### config.mk
export PLATFORM = sky130hd
export DESIGN_NAME = wdt_core
export DESIGN_NICKNAME = d
export VERILOG_FILES = /design/src/rtl/wdt_pkg.sv /design/src/rtl/wdt_core.sv /design/src/rtl/wdt_prescaler.sv
export SDC_FILE = /design/constraint.sdc
export NUM_CORES = 1
export LEC_CHECK = 0
export BUFFER_PORTS_ARGS = -buffer_cell sky130_fd_sc_hd__buf_2
export CAP_MARGIN = 0
export CORE_MARGIN = 3
export CORE_UTILIZATION = 49
export DETAILED_ROUTE_END_ITERATION = 12
export GPL_TIMING_DRIVEN = 0
export PLACE_DENSITY = 0.7
export SYNTH_ARGS = -nofsm -noshare
export SYNTH_HDL_FRONTEND = slang
export SYNTH_SLANG_ARGS = --single-unit
### constraint.sdc
create_clock -name clock_i -period 10.4 [get_ports clock_i]
set_input_delay 2.08 -clock clock_i [delete_from_list [all_inputs] [get_ports clock_i]]
set_output_delay 2.08 -clock clock_i [all_outputs]
set_load 0.05 [all_outputs]
### src/rtl/wdt_pkg.sv
// Constants, register map and types of the watchdog timer with sleep wake.
// Assumes one 100 MHz system clock and a plain strobe register port.
package wdt_pkg;

  localparam int          ADDR_W        = 12;
  localparam int          DATA_W        = 8;
  localparam int          PS_W          = 5;
  localparam int          CNT_W         = 23;

  // Register byte addresses.
  localparam logic [11:0] ADDR_CONTROL  = 12'h18C;
  localparam logic [11:0] ADDR_FLAGS    = 12'h190;
  localparam logic [11:0] ADDR_IRQ_STAT = 12'h194;
  localparam logic [11:0] ADDR_IRQ_MASK = 12'h198;

  // Control register fields.
  localparam int          CTL_CS_BIT    = 7;
  localparam int          CTL_PS_LSB    = 1;
  localparam int          CTL_PS_MSB    = 5;
  localparam int          CTL_SEN_BIT   = 0;

  // Flags register fields, all active low.
  localparam int          FLG_TO_BIT    = 0;
  localparam int          FLG_PD_BIT    = 1;
  localparam int          FLG_WATCHDOG_RESET_FLAG_N_BIT  = 2;
  localparam logic [2:0]  FLAGS_RESET   = 3'h7;

  // Interrupt status fields.
  localparam int          IRQ_RESET_BIT = 0;
  localparam int          IRQ_TOWAKE_BIT = 1;
  localparam int          IRQ_INTWAKE_BIT = 2;
  localparam int          IRQ_W         = 3;

  // Reset values and the largest prescale code.
  localparam logic        CS_RESET      = 1'h0;
  localparam logic [4:0]  PS_RESET      = 5'h0B;
  localparam logic        SEN_RESET     = 1'h0;
  localparam logic [4:0]  PS_MAX_CODE   = 5'h12;
  localparam logic [2:0]  IRQ_RESET_VAL = 3'h0;

  // Mode select encodings.
  localparam logic [1:0]  MODE_OFF      = 2'h0;
  localparam logic [1:0]  MODE_SOFT     = 2'h1;
  localparam logic [1:0]  MODE_AWAKE    = 2'h2;
  localparam logic [1:0]  MODE_ALWAYS   = 2'h3;

  typedef enum logic {
    WDT_RUN,
    WDT_ASLEEP
  } wdt_power_e;

  // Last count of the selected division, ratio minus one.
  function automatic logic [CNT_W-1:0] wdt_last_count(
    input logic [PS_W-1:0] code
  );
    logic [PS_W-1:0] eff;
    logic [CNT_W:0]  ratio;
    eff   = (code > PS_MAX_CODE) ? 5'h00 : code;
    ratio = (CNT_W+1)'(32) << eff;
    return CNT_W'(ratio - (CNT_W+1)'(1));
  endfunction : wdt_last_count

endpackage : wdt_pkg

### src/rtl/wdt_core.sv
// Watchdog timer with sleep wake, control registers and wake logic.
// Assumes the core drives clear and sleep as one-cycle pulses and the
// oscillators arrive as free-running pins from another domain.
//
// The strobed register port was left to the implementer.
`timescale 1ns/1ps
module wdt_core
  import wdt_pkg::*;
(
  input  wire logic              clock_i,
  input  wire logic              rst_n_i,
  // Register port.
  input  wire logic [ADDR_W-1:0] addr_i,
  input  wire logic [DATA_W-1:0] wdata_i,
  input  wire logic              wr_i,
  input  wire logic              rd_i,
  output logic [DATA_W-1:0]      rdata_o,
  // Configuration and core side.
  input  wire logic [1:0]        wdt_mode_select_i,
  input  wire logic              watchdog_clear_instruction_i,
  input  wire logic              sleep_instruction_i,
  input  wire logic              global_interrupt_enable_i,
  input  wire logic              interrupt_pending_i,
  // Oscillator pins.
  input  wire logic              secondary_oscillator_i,
  input  wire logic              low_freq_internal_osc_i,
  // Results.
  output logic                   wdt_reset_o,
  output logic                   wake_o,
  output logic                   isr_call_o,
  output logic                   asleep_o,
  output logic                   time_out_flag_n_o,
  output logic                   powerdown_flag_n_o,
  output logic                   watchdog_reset_flag_n_o,
  output logic                   irq_o
);

  // -----------------------------------------------------------------
  // Declarations
  // -----------------------------------------------------------------
  logic             clk_sel_q;
  logic [PS_W-1:0]  wdt_prescale_select_q;
  logic             software_wdt_enable_q;
  wdt_power_e       power_q;
  logic             to_n_q;
  logic             pd_n_q;
  logic             watchdog_reset_flag_n_n_q;
  logic [IRQ_W-1:0] irq_stat_q;
  logic [IRQ_W-1:0] irq_mask_q;
  logic [DATA_W-1:0] rdata_q;
  logic             wdt_reset_q;
  logic             wake_q;
  logic             isr_call_q;

  logic [1:0]       secondary_oscillator_sync_q;
  logic [1:0]       lfo_sync_q;
  logic             secondary_oscillator_prev_q;
  logic             lfo_prev_q;
  logic             tick;

  logic             wr_control;
  logic             wr_flags;
  logic             wr_irq_stat;
  logic             wr_irq_mask;
  logic             asleep;
  logic             active;
  logic             sleep_nop;
  logic             sleep_enter;
  logic             clear_valid;
  logic             expire;
  logic             expire_awake;
  logic             expire_asleep;
  logic             int_wake;
  logic             wake_now;
  logic             restart;
  logic [IRQ_W-1:0] irq_events;

  // -----------------------------------------------------------------
  // Register decode
  // -----------------------------------------------------------------
  assign wr_control  = wr_i && (addr_i == ADDR_CONTROL);
  assign wr_flags    = wr_i && (addr_i == ADDR_FLAGS);
  assign wr_irq_stat = wr_i && (addr_i == ADDR_IRQ_STAT);
  assign wr_irq_mask = wr_i && (addr_i == ADDR_IRQ_MASK);

  // -----------------------------------------------------------------
  // Oscillator synchronisers and tick selection
  // -----------------------------------------------------------------
  // Both oscillators are far slower than the system clock, so a rising
  // edge seen after two flops is a clean one-cycle tick.
  always_ff @(posedge clock_i) begin
    if (!rst_n_i) begin
      secondary_oscillator_sync_q <= 2'h0;
      lfo_sync_q  <= 2'h0;
      secondary_oscillator_prev_q <= 1'b0;
      lfo_prev_q  <= 1'b0;
    end else begin
      secondary_oscillator_sync_q <= {secondary_oscillator_sync_q[0], secondary_oscillator_i};
      lfo_sync_q  <= {lfo_sync_q[0], low_freq_internal_osc_i};
      secondary_oscillator_prev_q <= secondary_oscillator_sync_q[1];
      lfo_prev_q  <= lfo_sync_q[1];
    end
  end

  assign tick = clk_sel_q ? (secondary_oscillator_sync_q[1] && !secondary_oscillator_prev_q)
                          : (lfo_sync_q[1] && !lfo_prev_q);

  // -----------------------------------------------------------------
  // Operating mode
  // -----------------------------------------------------------------
  assign asleep = (power_q == WDT_ASLEEP);

  always_comb begin
    case (wdt_mode_select_i)
      MODE_ALWAYS: active = 1'b1;
      MODE_AWAKE:  active = !asleep;
      MODE_SOFT:   active = software_wdt_enable_q;
      MODE_OFF:    active = 1'b0;
      default:     active = 1'b0;
    endcase
  end

  // -----------------------------------------------------------------
  // Sleep, wake and clear events
  // -----------------------------------------------------------------
  // A pending enabled interrupt at the sleep instruction turns it into
  // a no-op; the global enable plays no part in either decision.
  assign sleep_nop   = sleep_instruction_i && !asleep
                       && interrupt_pending_i;
  assign sleep_enter = sleep_instruction_i && !asleep
                       && !interrupt_pending_i;
  assign clear_valid = watchdog_clear_instruction_i && !asleep;
  assign expire_awake  = expire && !asleep;
  assign expire_asleep = expire && asleep;
  assign int_wake    = asleep && interrupt_pending_i;
  assign wake_now    = expire_asleep || int_wake;

  // Sleep entry restarts the count before it runs on in sleep, so the
  // full period is available after entry.
  assign restart = wr_control || clear_valid || sleep_enter
                   || wake_now || expire_awake;

  wdt_prescaler #(
    .CW        (CNT_W)
  ) u_prescaler (
    .clock_i   (clock_i),
    .rst_n_i   (rst_n_i),
    .restart_i (restart),
    .run_i     (active),
    .tick_i    (tick),
    .code_i    (wdt_prescale_select_q),
    .expire_o  (expire),
    .count_o   ()
  );

  // -----------------------------------------------------------------
  // Control register
  // -----------------------------------------------------------------
  always_ff @(posedge clock_i) begin
    if (!rst_n_i) begin
      clk_sel_q             <= CS_RESET;
      wdt_prescale_select_q <= PS_RESET;
      software_wdt_enable_q <= SEN_RESET;
    end else if (wr_control) begin
      clk_sel_q             <= wdata_i[CTL_CS_BIT];
      wdt_prescale_select_q <= wdata_i[CTL_PS_MSB:CTL_PS_LSB];
      software_wdt_enable_q <= wdata_i[CTL_SEN_BIT];
    end
  end

  // -----------------------------------------------------------------
  // Power state
  // -----------------------------------------------------------------
  always_ff @(posedge clock_i) begin
    if (!rst_n_i) begin
      power_q <= WDT_RUN;
    end else begin
      case (power_q)
        WDT_RUN: begin
          if (sleep_enter) begin
            power_q <= WDT_ASLEEP;
          end
        end
        WDT_ASLEEP: begin
          if (wake_now) begin
            power_q <= WDT_RUN;
          end
        end
        default: power_q <= WDT_RUN;
      endcase
    end
  end

  // -----------------------------------------------------------------
  // Status flags, active low
  // -----------------------------------------------------------------
  // Hardware events win over a firmware write in the same cycle. A
  // firmware write of one restores a flag; a zero leaves it alone.
  always_ff @(posedge clock_i) begin
    if (!rst_n_i) begin
      to_n_q <= FLAGS_RESET[FLG_TO_BIT];
    end else if (expire_asleep || expire_awake) begin
      to_n_q <= 1'b0;
    end else if (sleep_enter || clear_valid) begin
      to_n_q <= 1'b1;
    end else if (wr_flags && wdata_i[FLG_TO_BIT]) begin
      to_n_q <= 1'b1;
    end
  end

  always_ff @(posedge clock_i) begin
    if (!rst_n_i) begin
      pd_n_q <= FLAGS_RESET[FLG_PD_BIT];
    end else if (sleep_enter || expire_asleep) begin
      pd_n_q <= 1'b0;
    end else if (clear_valid) begin
      pd_n_q <= 1'b1;
    end else if (wr_flags && wdata_i[FLG_PD_BIT]) begin
      pd_n_q <= 1'b1;
    end
  end

  always_ff @(posedge clock_i) begin
    if (!rst_n_i) begin
      watchdog_reset_flag_n_n_q <= FLAGS_RESET[FLG_WATCHDOG_RESET_FLAG_N_BIT];
    end else if (expire_asleep || expire_awake) begin
      watchdog_reset_flag_n_n_q <= 1'b0;
    end else if (wr_flags && wdata_i[FLG_WATCHDOG_RESET_FLAG_N_BIT]) begin
      watchdog_reset_flag_n_n_q <= 1'b1;
    end
  end

  // -----------------------------------------------------------------
  // Reset and wake pulses
  // -----------------------------------------------------------------
  always_ff @(posedge clock_i) begin
    if (!rst_n_i) begin
      wdt_reset_q <= 1'b0;
      wake_q      <= 1'b0;
      isr_call_q  <= 1'b0;
    end else begin
      wdt_reset_q <= expire_awake;
      wake_q      <= wake_now;
      isr_call_q  <= int_wake && global_interrupt_enable_i;
    end
  end

  // -----------------------------------------------------------------
  // Interrupt status and mask
  // -----------------------------------------------------------------
  always_comb begin
    irq_events                  = '0;
    irq_events[IRQ_RESET_BIT]   = expire_awake;
    irq_events[IRQ_TOWAKE_BIT]  = expire_asleep;
    irq_events[IRQ_INTWAKE_BIT] = int_wake;
  end

  // Set wins over a write-one clear in the same cycle.
  always_ff @(posedge clock_i) begin
    if (!rst_n_i) begin
      irq_stat_q <= IRQ_RESET_VAL;
    end else if (wr_irq_stat) begin
      irq_stat_q <= (irq_stat_q & ~wdata_i[IRQ_W-1:0]) | irq_events;
    end else begin
      irq_stat_q <= irq_stat_q | irq_events;
    end
  end

  always_ff @(posedge clock_i) begin
    if (!rst_n_i) begin
      irq_mask_q <= IRQ_RESET_VAL;
    end else if (wr_irq_mask) begin
      irq_mask_q <= wdata_i[IRQ_W-1:0];
    end
  end

  // -----------------------------------------------------------------
  // Read data
  // -----------------------------------------------------------------
  always_ff @(posedge clock_i) begin
    if (!rst_n_i) begin
      rdata_q <= '0;
    end else if (rd_i) begin
      case (addr_i)
        ADDR_CONTROL: begin
          rdata_q                          <= '0;
          rdata_q[CTL_CS_BIT]              <= clk_sel_q;
          rdata_q[CTL_PS_MSB:CTL_PS_LSB]   <= wdt_prescale_select_q;
          rdata_q[CTL_SEN_BIT]             <= software_wdt_enable_q;
        end
        ADDR_FLAGS: begin
          rdata_q                          <= '0;
          rdata_q[FLG_TO_BIT]              <= to_n_q;
          rdata_q[FLG_PD_BIT]              <= pd_n_q;
          rdata_q[FLG_WATCHDOG_RESET_FLAG_N_BIT]            <= watchdog_reset_flag_n_n_q;
        end
        ADDR_IRQ_STAT: rdata_q <= {{(DATA_W-IRQ_W){1'b0}}, irq_stat_q};
        ADDR_IRQ_MASK: rdata_q <= {{(DATA_W-IRQ_W){1'b0}}, irq_mask_q};
        default:       rdata_q <= '0;
      endcase
    end else begin
      rdata_q <= '0;
    end
  end

  // -----------------------------------------------------------------
  // Outputs
  // -----------------------------------------------------------------
  assign rdata_o                 = rdata_q;
  assign wdt_reset_o             = wdt_reset_q;
  assign wake_o                  = wake_q;
  assign isr_call_o              = isr_call_q;
  assign asleep_o                = asleep;
  assign time_out_flag_n_o       = to_n_q;
  assign powerdown_flag_n_o      = pd_n_q;
  assign watchdog_reset_flag_n_o = watchdog_reset_flag_n_n_q;
  assign irq_o                   = |(irq_stat_q & irq_mask_q);

endmodule : wdt_core

### src/rtl/wdt_prescaler.sv
// Watchdog divider: counts ticks of the selected slow clock.
// Assumes ticks are one-cycle pulses on the system clock.
`timescale 1ns/1ps
module wdt_prescaler
  import wdt_pkg::*;
#(
  parameter int CW = CNT_W
) (
  input  wire logic            clock_i,
  input  wire logic            rst_n_i,
  input  wire logic            restart_i,
  input  wire logic            run_i,
  input  wire logic            tick_i,
  input  wire logic [PS_W-1:0] code_i,
  output logic                 expire_o,
  output logic [CW-1:0]        count_o
);

  logic [CW-1:0] count_q;
  logic          expire_q;
  logic [CW-1:0] last;

  assign last = CW'(wdt_last_count(code_i));

  // -----------------------------------------------------------------
  // Counter
  // -----------------------------------------------------------------
  // A restart takes priority over a tick in the same cycle, so a clear
  // issued with the final tick stops the expiry; one issued once expire_o is high does not.
  always_ff @(posedge clock_i) begin
    if (!rst_n_i || restart_i) begin
      count_q <= '0;
    end else if (run_i && tick_i) begin
      if (count_q >= last) begin
        count_q <= '0;
      end else begin
        count_q <= count_q + CW'(1);
      end
    end
  end

  always_ff @(posedge clock_i) begin
    if (!rst_n_i || restart_i) begin
      expire_q <= 1'b0;
    end else begin
      expire_q <= run_i && tick_i && (count_q >= last);
    end
  end

  assign expire_o = expire_q;
  assign count_o  = count_q;

endmodule : wdt_prescaler

==> results.sh <==
export IMPL_path_common_cell="clkbuf_1"
export IMPL_seq_area_frac_synth_pct=35.49
export IMPL_viasPerCell=5.586
export IMPL_arrival_ns=4.41
export IMPL_vdd_ir_drop_max_mv=0.09472
export IMPL_avgSynthCellArea_um2=8.079
export IMPL_crit_start="wdt_prescale_select_q[2]$_SDFFE_PN0P_"
export IMPL_slew_viol_final=0
export IMPL_drive_above_1_share_pct=17.51
export IMPL_finalClockSkew_ns=0.008356
export IMPL_gr_total_overflow=0
export IMPL_path_class="reg -> reg"
export IMPL_postCtsSetupBuffers=0
export IMPL_io_pins=48
export IMPL_cts_clk_slew_worst_paths_ns=0.07
export IMPL_finalSetupViolCount=0
export IMPL_final_period_utilization_pct=40.14
export IMPL_status="complete, no violations"
export IMPL_cap_violations=0
export IMPL_slowest_stage="clkbuf_1"
export IMPL_setup_tns_ns=0
export IMPL_synth_top_flop_cell="dfxtp_1"
export IMPL_dr_pass1_iters=6
export IMPL_grt_setup_unrepaired="no"
export IMPL_synth_edff_count=0
export IMPL_wl_mm=7.327
export IMPL_htreeDepth=3
export IMPL_num_rows=28
export IMPL_dp_cells=516
export IMPL_crit_path_max_fanout=10
export IMPL_remaining_drc_errors=0
export IMPL_hold_viol=0
export IMPL_area_growth_pct=15.99
export IMPL_fmax_mhz=239.5
export IMPL_port_buffers=43
export IMPL_die_w_um=87.01
export IMPL_routedWlPerCell_um=13.77
export IMPL_start_kind="flip-flop"
export IMPL_fin_ws_ns=6.225
export IMPL_worst_pin_slew_ns=1.121
export IMPL_first_iter_violations=252
export IMPL_grt_first_pass_wirelength_mm=13.03
export IMPL_hold_buffers=0
export IMPL_grt_max_degree=12
export IMPL_yosysWarningCount=0
export IMPL_clkSinkCount=57
export IMPL_holdCritPathClass="reg -> reg"
export IMPL_antenna_cells=0
export IMPL_fin_cells=532
export IMPL_end_kind="flip-flop"
export IMPL_max_slew_margin_pct=24.82
export IMPL_cp_top_family="simple AND/OR/NAND/NOR gates"
export IMPL_pre_cts_slack_ns=6.245
export IMPL_post_cts_resized=0
export IMPL_dieArea_um2=7571
export IMPL_synth_seq_cells=57
export IMPL_dpl_cell_area_um2=3525
export IMPL_synthCells=398
export IMPL_start_util_pct=52.45
export IMPL_async_flop_share_pct=0
export IMPL_finalPower_mw=0.4570
export IMPL_grt_use_total_pct=21.67
export IMPL_power_density_nw_per_um2=122.5
export IMPL_antenna_found_initial=0
export IMPL_cts_tree="built"
export IMPL_final_util_pct=60.84
export IMPL_post_dp_hpwl_mm=5.544
export IMPL_synth_cell_types=55
export IMPL_core_um2=6131
export IMPL_clk_insertion_delay_late_ns=0.34
export IMPL_required_ns=10.63
export IMPL_worst_path_buf_inv=3
export IMPL_p_leak_nw=1.531
export IMPL_r2r_start="wdt_prescale_select_q[2]$_SDFFE_PN0P_"
export IMPL_final_nets=504
export IMPL_finalCriticalPeriod_ns=4.175
export IMPL_whs_ns=0.4397
export IMPL_root_buffer="clkbuf_8"
export IMPL_max_stage_delay_ns=0.39
export IMPL_synth_area_um2=3216
export IMPL_cts_buffers=9
export IMPL_die_h_um=87.01
export IMPL_cp_cell_sequence="clkbuf_1 -> nor3_1 -> a22oi_1 -> ha_1 -> clkbuf_1 -> o21ai_0 -> a21boi_0 -> ha_1 -> nand4_1 -> nor4_1 -> a22oi_1 -> nand3_1 -> clkbuf_1 -> nand2_1 -> and4bb_2"
export IMPL_gp_congestion=0.9347
export IMPL_grt_pass1_vias=2917
export IMPL_syn_num_nets=450
export IMPL_cts_buffer_depth=2
export IMPL_postRouteAntennaNets=0
export IMPL_vias=2972
export IMPL_stdcell_area_um2=3730
export IMPL_hp_start="secondary_oscillator_sync_q[0]$_SDFF_PN0_"
cells by family (layout without fill, tap and decap cells):
kind of cell	Yosys count	after routing	synth area share (%)
other cells	1	1	0.1166
mux	4	4	1.284
fa+ha+maj	20	20	7.782
simple gates	190	190	29.73
compound gates	83	83	17.47
xor+xnor	14	14	3.813
buf+inv	29	88	4.319
flops	57	57	35.49
layer usage:
layer / global-route usage [%] / part of all wire, % / vias up
li1: - / - / 1524
met1: 28.63 / 48 / 1371
met2: 34.23 / 45 / 66
met3: 5.866 / 4.9 / 11
met4: 6.941 / 1.5 / 0
met5: 0 / 0 / -
placed cells by master, fill, tap and decap left out, types with 6 or more instances in the layout:
cell and count:
a211oi_1 7, a21boi_0 7, a21o_1 9, a21oi_1 24, a22o_1 6, and2_1 11, and3_1 6, buf_2 46
clkbuf_1 14, clkbuf_8 10, dfxtp_1 57, ha_1 20, inv_1 8, nand2_1 62, nand3_1 17, nand4_1 9
nor2_1 35, nor2b_1 11, nor3_1 8, o21ai_0 10, or3_1 8, xor2_1 10
synthesized netlist by cell type, types with 2 or more instances:
cell | number | area [µm²]
a311oi_1 | 2 | 17.52
or2_2 | 3 | 18.77
ha_1 | 20 | 250.2
nand3b_1 | 3 | 22.52
a22oi_1 | 3 | 22.52
a21oi_1 | 24 | 120.1
nand4_1 | 9 | 56.30
a31oi_1 | 2 | 12.51
nor3_1 | 8 | 40.04
or3_1 | 8 | 50.05
a21o_1 | 9 | 67.56
nand2_1 | 62 | 232.7
buf_6 | 3 | 33.78
nor3b_1 | 2 | 15.01
a211oi_1 | 7 | 52.55
nor2b_1 | 11 | 68.82
nor2_1 | 35 | 131.4
dfxtp_1 | 57 | 1141
nand3_1 | 17 | 85.08
a222oi_1 | 4 | 40.04
xor2_1 | 10 | 87.58
mux2i_1 | 3 | 30.03
o21ai_0 | 10 | 50.05
and3_1 | 6 | 37.54
a22o_1 | 6 | 52.55
and2_1 | 11 | 68.82
inv_1 | 8 | 30.03
xnor2_1 | 4 | 35.03
a21boi_0 | 7 | 52.55
nor2_2 | 4 | 25.02
clkbuf_1 | 14 | 52.55
buf_2 | 3 | 15.01
final timing paths:
check | end | slack (ns) | cells after the start
min | secondary_oscillator_sync_q[1]$_SDFF_PN0_ | 0.44 | 1
max reg2reg | u_prescaler.count_o[10]$_SDFFE_PP0P_ | 6.22 | 15
max | u_prescaler.count_o[10]$_SDFFE_PP0P_ | 6.22 | 15
min reg2reg | secondary_oscillator_sync_q[1]$_SDFF_PN0_ | 0.44 | 1
layout make-up:
class                           count  area [µm²]
Clock buffer                       10       137.6
Buffer                             21       108.9
Fill cell                         551        2401
Multi-Input combinational cell    312        1936
Inverter                            8       30.03
Clock inverter                      6       67.56
Timing Repair Buffer               43       215.2
Sequential cell                    57        1141
Tap cell                           75       93.84
state kept, by name, indices dropped and copies added (netlist names), 2 cells and up:
| signal | flops |
|---|---|
| secondary_oscillator_sync_q | 2 |
| u_prescaler.count_o | 23 |
| irq_mask_q | 3 |
| irq_stat_q | 3 |
| rdata_o | 7 |
| wdt_prescale_select_q | 5 |
| lfo_sync_q | 2 |
worst reg2reg max path, cell delays in order (launching register included):
cell and delay, ns:
dfxtp_1 0.38, clkbuf_1 0.35, nor3_1 0.16, a22oi_1 0.26, ha_1 0.27, clkbuf_1 0.36
o21ai_0 0.21, a21boi_0 0.18, ha_1 0.31, nand4_1 0.13, nor4_1 0.37, a22oi_1 0.14
nand3_1 0.14, clkbuf_1 0.39, nand2_1 0.13, and4bb_2 0.29
where the power goes:
part,switching (mW),total (mW),internal [mW]
Sequential,0.000780,0.221,0.220
Clock,0.0941,0.211,0.117
Combinational,0.0149,0.0249,0.0100
Total,0.110,0.457,0.347
No activity file was read; power rests on OpenSTA's default activity.
